File: src/gst_pkg.sv
/*
 * Package of the gated sixteen-bit timer: register map, field positions,
 * reset values, selector encodings and timing constants.
 * Assumes a single 25 MHz clock domain and a plain strobe register port.
 */
// Behaviour
// RQ1: Sixteen-bit up-counter; a write to either byte replaces that byte.
// RQ2: Off while on bit clear; gate enable clear counts always, else gated.
// RQ3: Clock select 11 slow oscillator, 10 pin clock, 01 system, 00 system/4.
// RQ4: System clock source advances count four times per instruction cycle.
// RQ5: Pin clock counts on rising edges, synchronised or used asynchronously. Here the pin always passes the two-stage synchroniser.
// RQ6: After enable, write or stop, a falling pin edge must precede counting.
// RQ7: Two-bit prescale divides chosen clock by 1, 2, 4 or 8.
// RQ8: Prescale counter hidden from software, cleared on any count byte write.
// RQ9: Sync-disable bit feeds pin clock without phase alignment.
// RQ10: Asynchronous pin clock counts in sleep; overflow raises interrupt. No sleep here: pin clock counts only on clk with ce high.
// RQ11: Switching sync mode may lose or add one increment.
// RQ12: Byte reads return valid values while counting asynchronously.
// RQ13: Software should stop counter before writing in asynchronous mode.
// RQ14: With gate enable, count only while gate active, else hold.
// RQ15: Gate polarity 0 counts on gate low, 1 counts on gate high.
// RQ16: Gate source 00 pin, 01 eight-bit wrap, 10 comp 1, 11 comp 2.
// RQ17: Eight-bit timer wrap from FFh to 00h gives a gate pulse.
// RQ18: Counter wraps FFFFh to 0000h and sets the overflow flag.
// RQ19: Count advances one per prescaler pulse while enabled and gated.
package gst_pkg;
    localparam logic [2:0] ADDR_COUNT_LOW = 3'h0;
    localparam logic [2:0] ADDR_COUNT_HIGH = 3'h1;
    localparam logic [2:0] ADDR_COUNTER_CONTROL = 3'h2;
    localparam logic [2:0] ADDR_GATE_CONTROL = 3'h3;
    localparam logic [2:0] ADDR_IRQ_STATUS = 3'h4;
    localparam logic [2:0] ADDR_IRQ_MASK = 3'h5;

    localparam int CTRL_ON_POS = 0;
    localparam int CTRL_SYNC_DIS_POS = 2;
    localparam int CTRL_PRESCALE_POS = 4;
    localparam int CTRL_CLKSEL_POS = 6;
    localparam int GATE_SRC_POS = 0;
    localparam int GATE_POL_POS = 6;
    localparam int GATE_EN_POS = 7;
    localparam int IRQ_OVF_POS = 0;

    localparam logic [7:0] CTRL_RESET = 8'h00;
    localparam logic [7:0] GATE_RESET = 8'h00;
    localparam logic [7:0] MASK_RESET = 8'h00;
    localparam logic [15:0] COUNT_RESET = 16'h0000;
    localparam logic [15:0] COUNT_MAX = 16'hFFFF;

    localparam logic [1:0] INSTR_DIV_LAST = 2'h3;

    typedef enum logic [1:0] {
        CLK_INSTR = 2'b00,
        CLK_SYSTEM = 2'b01,
        CLK_PIN = 2'b10,
        CLK_SLOW_OSC = 2'b11
    } gst_clksel_type;

    typedef enum logic [1:0] {
        GSRC_PIN = 2'b00,
        GSRC_EIGHT_BIT_WRAP = 2'b01,
        GSRC_CMP1 = 2'b10,
        GSRC_CMP2 = 2'b11
    } gst_gatesrc_type;

    typedef struct packed {
        logic [2:0] addr;
        logic [7:0] wdata;
        logic wr;
        logic rd;
    } gst_bus_req_type;

    typedef struct packed {
        logic ext_clock_pin;
        logic gate_pin;
        logic comparator1_out;
        logic comparator2_out;
        logic low_freq_internal_osc;
    } gst_pins_type;
endpackage : gst_pkg

File: src/gst_sync.sv
/*
 * Two-stage synchroniser bank for pin-level inputs.
 * Assumes inputs are asynchronous to clk; only the second stage is used.
 */
module gst_sync #(
    parameter int WIDTH = 1
) (
    // Clock and reset
    input wire logic clk,
    input wire logic nrst,
    input wire logic ce,
    // Data
    input wire logic [WIDTH-1:0] d,
    output logic [WIDTH-1:0] q
);
    logic [WIDTH-1:0] meta_q;

    always_ff @(posedge clk or negedge nrst) begin
        if (!nrst) begin
            meta_q <= '0;
            q <= '0;
        end else if (ce) begin
            meta_q <= d;
            q <= meta_q;
        end
    end
endmodule : gst_sync

File: src/gst_timer.sv
/*
 * Gated sixteen-bit timer: clock selection, prescaler, gate logic,
 * counter with overflow interrupt and a strobe register port.
 * Assumes one clock domain; pin inputs are asynchronous and synchronised
 * here. The slow oscillator arrives as a level and is edge-detected.
 */
// Added by the designer: the placing of the registers and the strobed register port.
module gst_timer (
    // Clock, enable, reset
    input wire logic clk,
    input wire logic ce,
    input wire logic nrst,
    // Register port
    input wire gst_pkg::gst_bus_req_type bus,
    output logic [7:0] rdata,
    // Pins and neighbour signals
    input wire gst_pkg::gst_pins_type pins,
    input wire logic eight_bit_timer_wrap,
    // Interrupt
    output logic irq
);
    logic [7:0] ctrl_q;
    logic [7:0] gate_q;
    logic [7:0] mask_q;
    logic [7:0] status_q;
    logic [15:0] count_q;
    logic [2:0] pre_q;
    logic [1:0] idiv_q;
    logic pin_prev_q;
    logic pin_old_q;
    logic osc_prev_q;
    logic armed_q;
    logic on_prev_q;
    logic wrap_gate_q;
    logic [4:0] pins_s;
    logic pin_clk_s;
    logic gate_pin_s;
    logic cmp1_s;
    logic cmp2_s;
    logic osc_s;
    logic counter_on;
    logic sync_disable;
    logic [1:0] prescale_select;
    gst_pkg::gst_clksel_type clock_select;
    logic gate_enable;
    logic gate_polarity;
    gst_pkg::gst_gatesrc_type gate_source_select;
    logic wr_low;
    logic wr_high;
    logic count_write;
    logic src_tick;
    logic pin_rise;
    logic gate_raw;
    logic gate_open;
    logic run;
    logic pre_tick;
    logic inc;
    logic ovf;
    logic [2:0] pre_mask;

    gst_sync #(
        .WIDTH(5)
    ) u_sync (
        .clk(clk),
        .nrst(nrst),
        .ce(ce),
        .d(pins),
        .q(pins_s)
    );
    assign {pin_clk_s, gate_pin_s, cmp1_s, cmp2_s, osc_s} = pins_s;

    assign counter_on = ctrl_q[gst_pkg::CTRL_ON_POS];
    assign sync_disable = ctrl_q[gst_pkg::CTRL_SYNC_DIS_POS];
    assign prescale_select = ctrl_q[gst_pkg::CTRL_PRESCALE_POS +: 2];
    assign clock_select = gst_pkg::gst_clksel_type'(
        ctrl_q[gst_pkg::CTRL_CLKSEL_POS +: 2]);
    assign gate_enable = gate_q[gst_pkg::GATE_EN_POS];
    assign gate_polarity = gate_q[gst_pkg::GATE_POL_POS];
    assign gate_source_select = gst_pkg::gst_gatesrc_type'(
        gate_q[gst_pkg::GATE_SRC_POS +: 2]);

    assign wr_low = bus.wr && bus.addr == gst_pkg::ADDR_COUNT_LOW;
    assign wr_high = bus.wr && bus.addr == gst_pkg::ADDR_COUNT_HIGH;
    assign count_write = wr_low || wr_high;

    // Control registers
    always_ff @(posedge clk or negedge nrst) begin
        if (!nrst) begin
            ctrl_q <= gst_pkg::CTRL_RESET;
            gate_q <= gst_pkg::GATE_RESET;
            mask_q <= gst_pkg::MASK_RESET;
        end else if (ce && bus.wr) begin
            case (bus.addr)
                gst_pkg::ADDR_COUNTER_CONTROL: ctrl_q <= bus.wdata & 8'hF5;
                gst_pkg::ADDR_GATE_CONTROL: gate_q <= bus.wdata & 8'hC3;
                gst_pkg::ADDR_IRQ_MASK: mask_q <= bus.wdata & 8'h01;
                default: ;
            endcase
        end
    end

    // Instruction clock is system clock divided by four
    always_ff @(posedge clk or negedge nrst) begin
        if (!nrst) begin
            idiv_q <= '0;
        end else if (ce) begin
            idiv_q <= idiv_q + 2'h1;
        end
    end

    // Edge history of the pin clock and slow oscillator
    always_ff @(posedge clk or negedge nrst) begin
        if (!nrst) begin
            pin_prev_q <= 1'b0;
            pin_old_q <= 1'b0;
            osc_prev_q <= 1'b0;
            on_prev_q <= 1'b0;
        end else if (ce) begin
            pin_prev_q <= pin_clk_s;
            pin_old_q <= pin_prev_q;
            osc_prev_q <= osc_s;
            on_prev_q <= counter_on;
        end
    end

    // First rising edge needs a prior falling edge after enable, write, stop
    always_ff @(posedge clk or negedge nrst) begin
        if (!nrst) begin
            armed_q <= 1'b0;
        end else if (ce) begin
            if (count_write || !counter_on || !on_prev_q) begin
                armed_q <= 1'b0; // [RQ6]
            end else if (pin_prev_q && !pin_clk_s) begin
                armed_q <= 1'b1; // [RQ6]
            end
        end
    end

    // Pin rising edge; sync-disable takes the edge without an extra phase
    // stage. Either way the pin has passed the synchroniser, so a mode
    // switch can shift the edge by at most one sample. [RQ9] [RQ11]
    assign pin_rise = armed_q && (sync_disable
        ? (pin_clk_s && !pin_prev_q)
        : (pin_prev_q && !pin_old_q)); // [RQ5] [RQ9]

    always_comb begin
        case (clock_select)
            gst_pkg::CLK_SLOW_OSC: src_tick = osc_s && !osc_prev_q; // [RQ3]
            gst_pkg::CLK_PIN: src_tick = pin_rise; // [RQ3] [RQ5]
            gst_pkg::CLK_SYSTEM: src_tick = 1'b1; // [RQ3] [RQ4]
            gst_pkg::CLK_INSTR: src_tick =
                idiv_q == gst_pkg::INSTR_DIV_LAST; // [RQ3]
            default: src_tick = 1'b0;
        endcase
    end

    // Gate source and polarity
    always_comb begin
        case (gate_source_select)
            gst_pkg::GSRC_PIN: gate_raw = gate_pin_s; // [RQ16]
            gst_pkg::GSRC_EIGHT_BIT_WRAP: gate_raw = wrap_gate_q; // [RQ16]
            gst_pkg::GSRC_CMP1: gate_raw = cmp1_s; // [RQ16]
            gst_pkg::GSRC_CMP2: gate_raw = cmp2_s; // [RQ16]
            default: gate_raw = 1'b0;
        endcase
    end

    // Wrap of the companion timer registered; the gate follows its level one cycle late
    always_ff @(posedge clk or negedge nrst) begin
        if (!nrst) begin
            wrap_gate_q <= 1'b0;
        end else if (ce) begin
            wrap_gate_q <= eight_bit_timer_wrap; // [RQ17]
        end
    end

    assign gate_open = (gate_raw == gate_polarity); // [RQ15]
    assign run = counter_on && (!gate_enable || gate_open); // [RQ2] [RQ14]

    // Prescaler: hidden, cleared on count writes
    always_comb begin
        case (prescale_select)
            2'b00: pre_mask = 3'h0;
            2'b01: pre_mask = 3'h1;
            2'b10: pre_mask = 3'h3;
            default: pre_mask = 3'h7;
        endcase
    end
    assign pre_tick = src_tick && ((pre_q & pre_mask) == pre_mask); // [RQ7]
    assign inc = run && pre_tick; // [RQ19]
    assign ovf = inc && count_q == gst_pkg::COUNT_MAX; // [RQ18]

    always_ff @(posedge clk or negedge nrst) begin
        if (!nrst) begin
            pre_q <= '0;
        end else if (ce) begin
            if (count_write) begin
                pre_q <= '0; // [RQ8]
            end else if (run && src_tick) begin
                pre_q <= pre_q + 3'h1; // [RQ7]
            end
        end
    end

    // Main count; a byte write wins over an increment in the same cycle
    always_ff @(posedge clk or negedge nrst) begin
        if (!nrst) begin
            count_q <= gst_pkg::COUNT_RESET;
        end else if (ce) begin
            if (wr_low) begin
                count_q[7:0] <= bus.wdata; // [RQ1] [RQ13]
            end else if (wr_high) begin
                count_q[15:8] <= bus.wdata; // [RQ1]
            end else if (inc) begin
                count_q <= count_q + 16'h0001; // [RQ1] [RQ18] [RQ10]
            end
        end
    end

    // Overflow status: set wins over the read clear
    always_ff @(posedge clk or negedge nrst) begin
        if (!nrst) begin
            status_q <= 8'h00;
        end else if (ce) begin
            if (ovf) begin
                status_q[gst_pkg::IRQ_OVF_POS] <= 1'b1; // [RQ18]
            end else if (bus.rd && bus.addr == gst_pkg::ADDR_IRQ_STATUS) begin
                status_q <= 8'h00;
            end
        end
    end

    always_ff @(posedge clk or negedge nrst) begin
        if (!nrst) begin
            irq <= 1'b0;
        end else if (ce) begin
            irq <= |((status_q | {7'h00, ovf}) & mask_q); // [RQ10]
        end
    end

    // Read data in the cycle after the strobe, stable count snapshot
    always_ff @(posedge clk or negedge nrst) begin
        if (!nrst) begin
            rdata <= 8'h00;
        end else if (ce) begin
            rdata <= 8'h00;
            if (bus.rd) begin
                case (bus.addr)
                    gst_pkg::ADDR_COUNT_LOW: rdata <= count_q[7:0]; // [RQ12]
                    gst_pkg::ADDR_COUNT_HIGH: rdata <= count_q[15:8]; // [RQ12]
                    gst_pkg::ADDR_COUNTER_CONTROL: rdata <= ctrl_q;
                    gst_pkg::ADDR_GATE_CONTROL: rdata <= gate_q;
                    gst_pkg::ADDR_IRQ_STATUS: rdata <= status_q;
                    gst_pkg::ADDR_IRQ_MASK: rdata <= mask_q;
                    default: rdata <= 8'h00;
                endcase
            end
        end
    end
endmodule : gst_timer

File: config.mk
export PLATFORM = sky130hd
export DESIGN_NAME = gst_timer
export DESIGN_NICKNAME = d
export VERILOG_FILES = /design/src/gst_pkg.sv /design/src/gst_sync.sv /design/src/gst_timer.sv
export SDC_FILE = /design/constraint.sdc
export NUM_CORES = 1
export LEC_CHECK = 0
export ABC_AREA = 1
export ABC_CLOCK_PERIOD_IN_PS = 4000
export BUFFER_PORTS_ARGS = -buffer_cell sky130_fd_sc_hd__buf_2
export CAP_MARGIN = 20
export CELL_PAD_IN_SITES_DETAIL_PLACEMENT = 1
export CELL_PAD_IN_SITES_GLOBAL_PLACEMENT = 1
export CORE_ASPECT_RATIO = 1.75
export CORE_MARGIN = 2
export CORE_UTILIZATION = 46
export DETAILED_ROUTE_END_ITERATION = 12
export GPL_TIMING_DRIVEN = 1
export PLACE_DENSITY_LB_ADDON = 0.1
export SLEW_MARGIN = 20
export SYNTH_ARGS = -nofsm -noshare
export SYNTH_HDL_FRONTEND = slang
export SYNTH_SLANG_ARGS = --single-unit
File: constraint.sdc
create_clock -name clk -period 4 [get_ports clk]
set_clock_uncertainty 0.1 [all_clocks]
set_input_delay 0.2 -clock clk [delete_from_list [all_inputs] [get_ports clk]]
set_output_delay 0.2 -clock clk [all_outputs]
set_load 0.1 [all_outputs]
### After elaboration in Yosys (flattened, before gate mapping)

Cells that the tools add are included.

| storage, ports and cells | value |
|---|---|
| flip-flop bits (word level) | 58 |
| input bits | 22 |
| output and inout port bits | 9 |
| word-level logic and storage cells | 102 |

| cells by class | value |
|---|---|
| add/subtract/negate cells | 3 |
| eq/ne operators | 18 |
| mux-type cells | 16 |
| bitwise logic cells | 4 |
| reduce and logical (&&, ||, !) cells | 43 |

Operator list:

| kind | number |
|---|---|
| $pmux 8 s6 | 1 |
| $mux 8 | 4 |
| $add 16x1->16 const B | 1 |
| $eq 16x16->1 const B | 1 |
| $mux 16 | 1 |
| $logic_and 1x1->1 | 14 |
| $eq 2x2->1 const B | 6 |
| $reduce_and 2->1 | 6 |
| $reduce_bool 2->1 | 5 |
| $pmux 3 s3 | 1 |
| $pmux 1 s4 | 2 |
| $reduce_or 8->1 | 1 |
| $logic_not 1->1 | 7 |
| $eq 2x1->1 const B | 3 |
| $eq 3x2->1 const B | 2 |
| $eq 3x3->1 const B | 2 |
| $logic_not 2->1 | 3 |
| $mux 3 | 2 |
| $reduce_and 3->1 | 2 |
| $mux 1 | 5 |
| $logic_or 1x1->1 | 4 |
| $add 3x1->3 const B | 1 |
| $and 3x3->3 | 1 |
| $eq 3x1->1 const B | 1 |
| other kinds (8) | 8 |

### Depth between registers and ports, before layout

| depth | value |
|---|---|
| depth after elaboration | 11 |
| mapped depth | 11 |
| mapped depth without buffers | 11 |

### Cells and area by module

Synthesis repeated with hierarchy kept, for this count alone.

| unflattened totals | value |
|---|---|
| cells, all modules | 454 |
| area, all modules | 3,279.4 sq um |

By module, submodules not included:

| module | times used | cells an instance | area each (sq um) | seq. area each (sq um) |
|---|---|---|---|---|
| gst_timer | 1 | 412 | 2,899.0 | 1,201.2 |
| gst_sync | 1 | 42 | 380.4 | 250.2 |

### Least setup slack after synthesis

Ideal clock, no wire load.

| timing path | value |
|---|---|
| kind | flip-flop to flip-flop |
| start | register ctrl_q[2] |
| end | register count_q[3] |
| library setup time | 0.117 ns |
| arrival | 1.251 ns |
| data required time | 3.783 ns |
| slack | 2.532 ns |
| cell stages (with the launch flop) | 9 |
| path buffers | 0 |
| clock period less this slack | 1.468 ns |
| cell sequence | dfrtp_1 -> o21ai_0 -> nand3_1 -> a21oi_2 -> nand3_2 -> nand2_2 -> nand2_4 -> nand2_1 -> nand2_1 |

| on the way | value |
|---|---|
| cells in the longest elaborated chain, start to end | 7 |

RTL lines:

| element | RTL line | source |
|---|---|---|
| start, declared | gst_timer.sv:22 | `logic [7:0] ctrl_q;` |
| start signal, assigned | gst_timer.sv:89 | `ctrl_q <= gst_pkg::CTRL_RESET;` |
| start signal, assigned | gst_timer.sv:94 | `gst_pkg::ADDR_COUNTER_CONTROL: ctrl_q <= bus.wdata & 8'hF5;` |
| $mux 1 | gst_timer.sv:143 | `? (pin_clk_s && !pin_prev_q)` |
| $logic_and 1x1->1 | gst_timer.sv:142 | `assign pin_rise = armed_q && (sync_disable` |
| $pmux 1 s4 | gst_timer.sv:147 | `case (clock_select)` |
| $logic_and 1x1->1 | gst_timer.sv:189 | `assign pre_tick = src_tick && ((pre_q & pre_mask) == pre_mask);` |
| $logic_and 1x1->1 | gst_timer.sv:190 | `assign inc = run && pre_tick;` |
| $reduce_bool 2->1 (no source line) | - |  |
| $reduce_and 3->1 (no source line) | - |  |
| end signal, assigned | gst_timer.sv:208 | `count_q <= gst_pkg::COUNT_RESET;` |
| end signal, assigned | gst_timer.sv:211 | `count_q[7:0] <= bus.wdata;` |
| end signal, assigned | gst_timer.sv:215 | `count_q <= count_q + 16'h0001;` |
| end, declared | gst_timer.sv:26 | `logic [15:0] count_q;` |

Every way passes these cells.
A chain may end at the register's enable or synchronous reset.

### Worst setup path in the final report

| timing path | value |
|---|---|
| start | register ctrl_q[2] |
| end | register count_q[9] |

Same word-level chain as after synthesis.

==> flow_summary.toml <==
[detailed_routing]
m1WireLength_um = 3870
met3_length_um = 306
ant_nets = 0
wl_met2_um = 5560
wirelength_um = 10200
post_drt_via_cell_ratio = 5.51
routed.top_layer = "met4"
drc = 0
drt_iter0_markers = 151
vias = 3214
wl_per_cell_um = 17.6
firstDrtPassIters = 4

[placed_design]
gp_congestion = 0.846
post-dp-hpwl_um = 7470
placed_area_um2 = 3500
io_buffers = 30

[min_path]
hold_class = "in -> reg"
worstHoldStart = "bus[2]"
min_path_cells = 3
holdPathEnd = "mask_q[0]"

[finish]
layout.nets = 519
areaGrowthSynthToFinish_pct = 17.9
num_antenna_cells = 0
design_area_um2 = 3870
final_cell_mix = "183 x nand2_1, 58 x dfrtp_1, 41 x inv_1, 36 x nand3_1, 30 x buf_2"
drive_gt1_share_pct = 15.0
postLayoutCoreUtil_pct = 56.1
mostFrequentLayoutCell = "nand2_1"

[clock_tree]
htreeDepth = 3
clkTransAtPathRegs_ns = 0.05
cts_resized = 0
root_buffer = "clkbuf_16"
tritoncts = "done"
clock_sinks = 58
clk_path_buf_depth = 2
insertion_delay_ns = 0.33
cts_buffers = 9

[power_and_ir_drop]
p_leak_nw = 2.03
vdd_drop_max_mv = 0.302
cellPowerDensity_nw_per_um2 = 561

[timing]
setup_viol = 0
finalHoldViolCount = 0
hold_slack_ns = 0.0105
rsz0062_at_grt = "false"
slew_viol_final = 0
timing.fmax_mhz = 563
fin_setup_tns_ns = 0
min_period_ns = 1.78
relSlewSlack_pct = 50.3
finalCritPeriodShare_pct = 44.4
worstMarginPinSlew_ns = 0.746

[floorplan]
die-area_um2 = 7860
core_area_um2 = 6910
die_h_um = 116
die_w_um = 67.9
start_util_pct = 47.6
fp-row-count = 40
ios = 31

[synth]
yosysUniqueCellTypes = 34
synth_seq_cells = 58
yosys.area_share.simple_pct = 34.8
syn_area_per_cell_um2 = 7.25
yosysSeqAreaShare_pct = 44.2
synth_nets = 478
syn_area_um2 = 3280
synth_compound_area_share_pct = 11.1
muxShareOfSynthArea_pct = 0.305
synth_area_leaders = "dfrtp_1 44%, nand2_1 21%, nand3_1 5.5%"
synthAdderAreaFrac_pct = 1.14
syn_inst = 453
synth_top_cell_area_share_pct = 44.2
synth_top_family_by_area = "simple AND/OR/NAND/NOR gates"
ys_warn_count = 0
yosysTopAreaCell = "dfrtp_1"
synth_xor_area_share_pct = 1.07

[global_routing]
gr-usage-all-layers_pct = 28.8
grt_pass1_vias = 3425
grt_max_degree = 59
antenna_found_initial = 0
grt_first_pass_wirelength_um = 16600
overflow = 0

[critical_path]
r2r_cells = 8
critical_path.endpoint_type = "flip-flop"
timing.rr.end = "count_q[9]"
worst_ep_required_time_ns = 4.11
path_max_fanout = 9
reg2reg_from = "ctrl_q[2]"
critPathKind = "reg -> reg"
worstPathArrival_ns = 1.89
reg2reg_setup_slack_ns = 2.22
start_kind = "flip-flop"

[outcome]
status = "finished clean"

[job]
drv_cap = 0
cells by family (layout without fill, tap and decap cells):
logic type      Yosys count  in the layout
simple gates            264            264
flops                    58             58
xor+xnor                  4              4
compound gates           65             65
mux                       1              1
fa+ha+maj                 3              3
buf+inv                  58            104
power breakdown:
group / switching (W) / leakage, nW / internal, W
clock: 0.000264 / 0.151 / 0.000512
combinational: 0.000333 / 1.12 / 0.000184
sequential: 0.000166 / 0.756 / 0.000715
total: 0.000764 / 2.03 / 0.00141
per-layer routing:
layer  global-route usage [%]  vias up
met5                        0        -
met4                     16.0        0
met3                     4.27       29
met2                     52.4       65
met1                     30.7     1595
li1                         -     1525
worst max-delay path by stage:
| stage | to | start | cells past startpoint |
|---|---|---|---|
| 2_1_floorplan | count_q[3] | ctrl_q[2] | 8 |
| 3_3_place_gp | count_q[2] | ce | 7 |
| 3_5_place_dp | count_q[5] | ce | 7 |
| 4_1_cts | count_q[9] | ctrl_q[2] | 8 |
| 5_1_grt | status_q[0] | count_q[0] | 9 |
| 6_report | count_q[9] | ctrl_q[2] | 8 |
sequential cells by signal (all words and copies together), names as in the netlist:
signal,cells
count_q,16
rdata,8
ctrl_q,6
u_sync.meta_q,5
u_sync.q,5
gate_q,4
pre_q,3
idiv_q,2
armed_q,1
irq,1
mask_q,1
on_prev_q,1
osc_prev_q,1
pin_old_q,1
pin_prev_q,1
status_q,1
wrap_gate_q,1
critical path, stage by stage, from the launching register on:
cell	delay (ns)
dfrtp_1	0.41
o21ai_0	0.20
nand3_1	0.11
a21oi_2	0.20
nand3_2	0.16
nand2_2	0.24
nand2_4	0.11
nand2_1	0.07
nand2_1	0.05
layout make-up:
class / count / area, um2
sequential: 58 / 1450
tap: 84 / 105
inverter: 49 / 186
clock buffer: 11 / 253
clock inverter: 5 / 52.6
fill: 908 / 3030
timing repair buffer: 39 / 235
multi-input combinational: 337 / 1590
stage by stage:
step / setup slack (ns) / total power, W / instances
4_1_cts: 2.22 / 0.00219 / 583
3_5_place_dp: 2.10 / 0.00138 / 560
3_3_place_gp: 2.19 / 0.00135 / 560
2_1_floorplan: 2.53 / 0.00120 / 453
5_1_grt: 2.03 / 0.00230 / 583
6_report: 2.22 / 0.00217 / 583
Yosys cell counts:
cell type  count
nand2_2        3
nor3_1         2
a221oi_1       1
buf_6          1
xor2_1         4
nand3_1       36
nand3_2        3
dfrtp_1       58
nand4_1        3
a22o_1         2
a21oi_2        2
nor2_1        24
inv_2          7
inv_1         41
buf_1          1
o2111ai_1      1
mux2i_1        1
o22ai_2        1
o22ai_1        5
o21ai_0       28
nor3_4         1
inv_4          1
nor2_4         2
a211oi_1       1
o21ai_1       14
ha_1           3
buf_8          1
nand2_1      183
nand2_4        5
a31oi_1        1
or2_2          2
buf_2          3
a21oi_1        9
clkbuf_1       3
what timing repair did:
action                                 in CTS  in global routing
endpoints found under the hold margin      64                  0
setup buffers                               0                  0
hold buffers                                7                  0
Power figures use the tool's default switching activity.
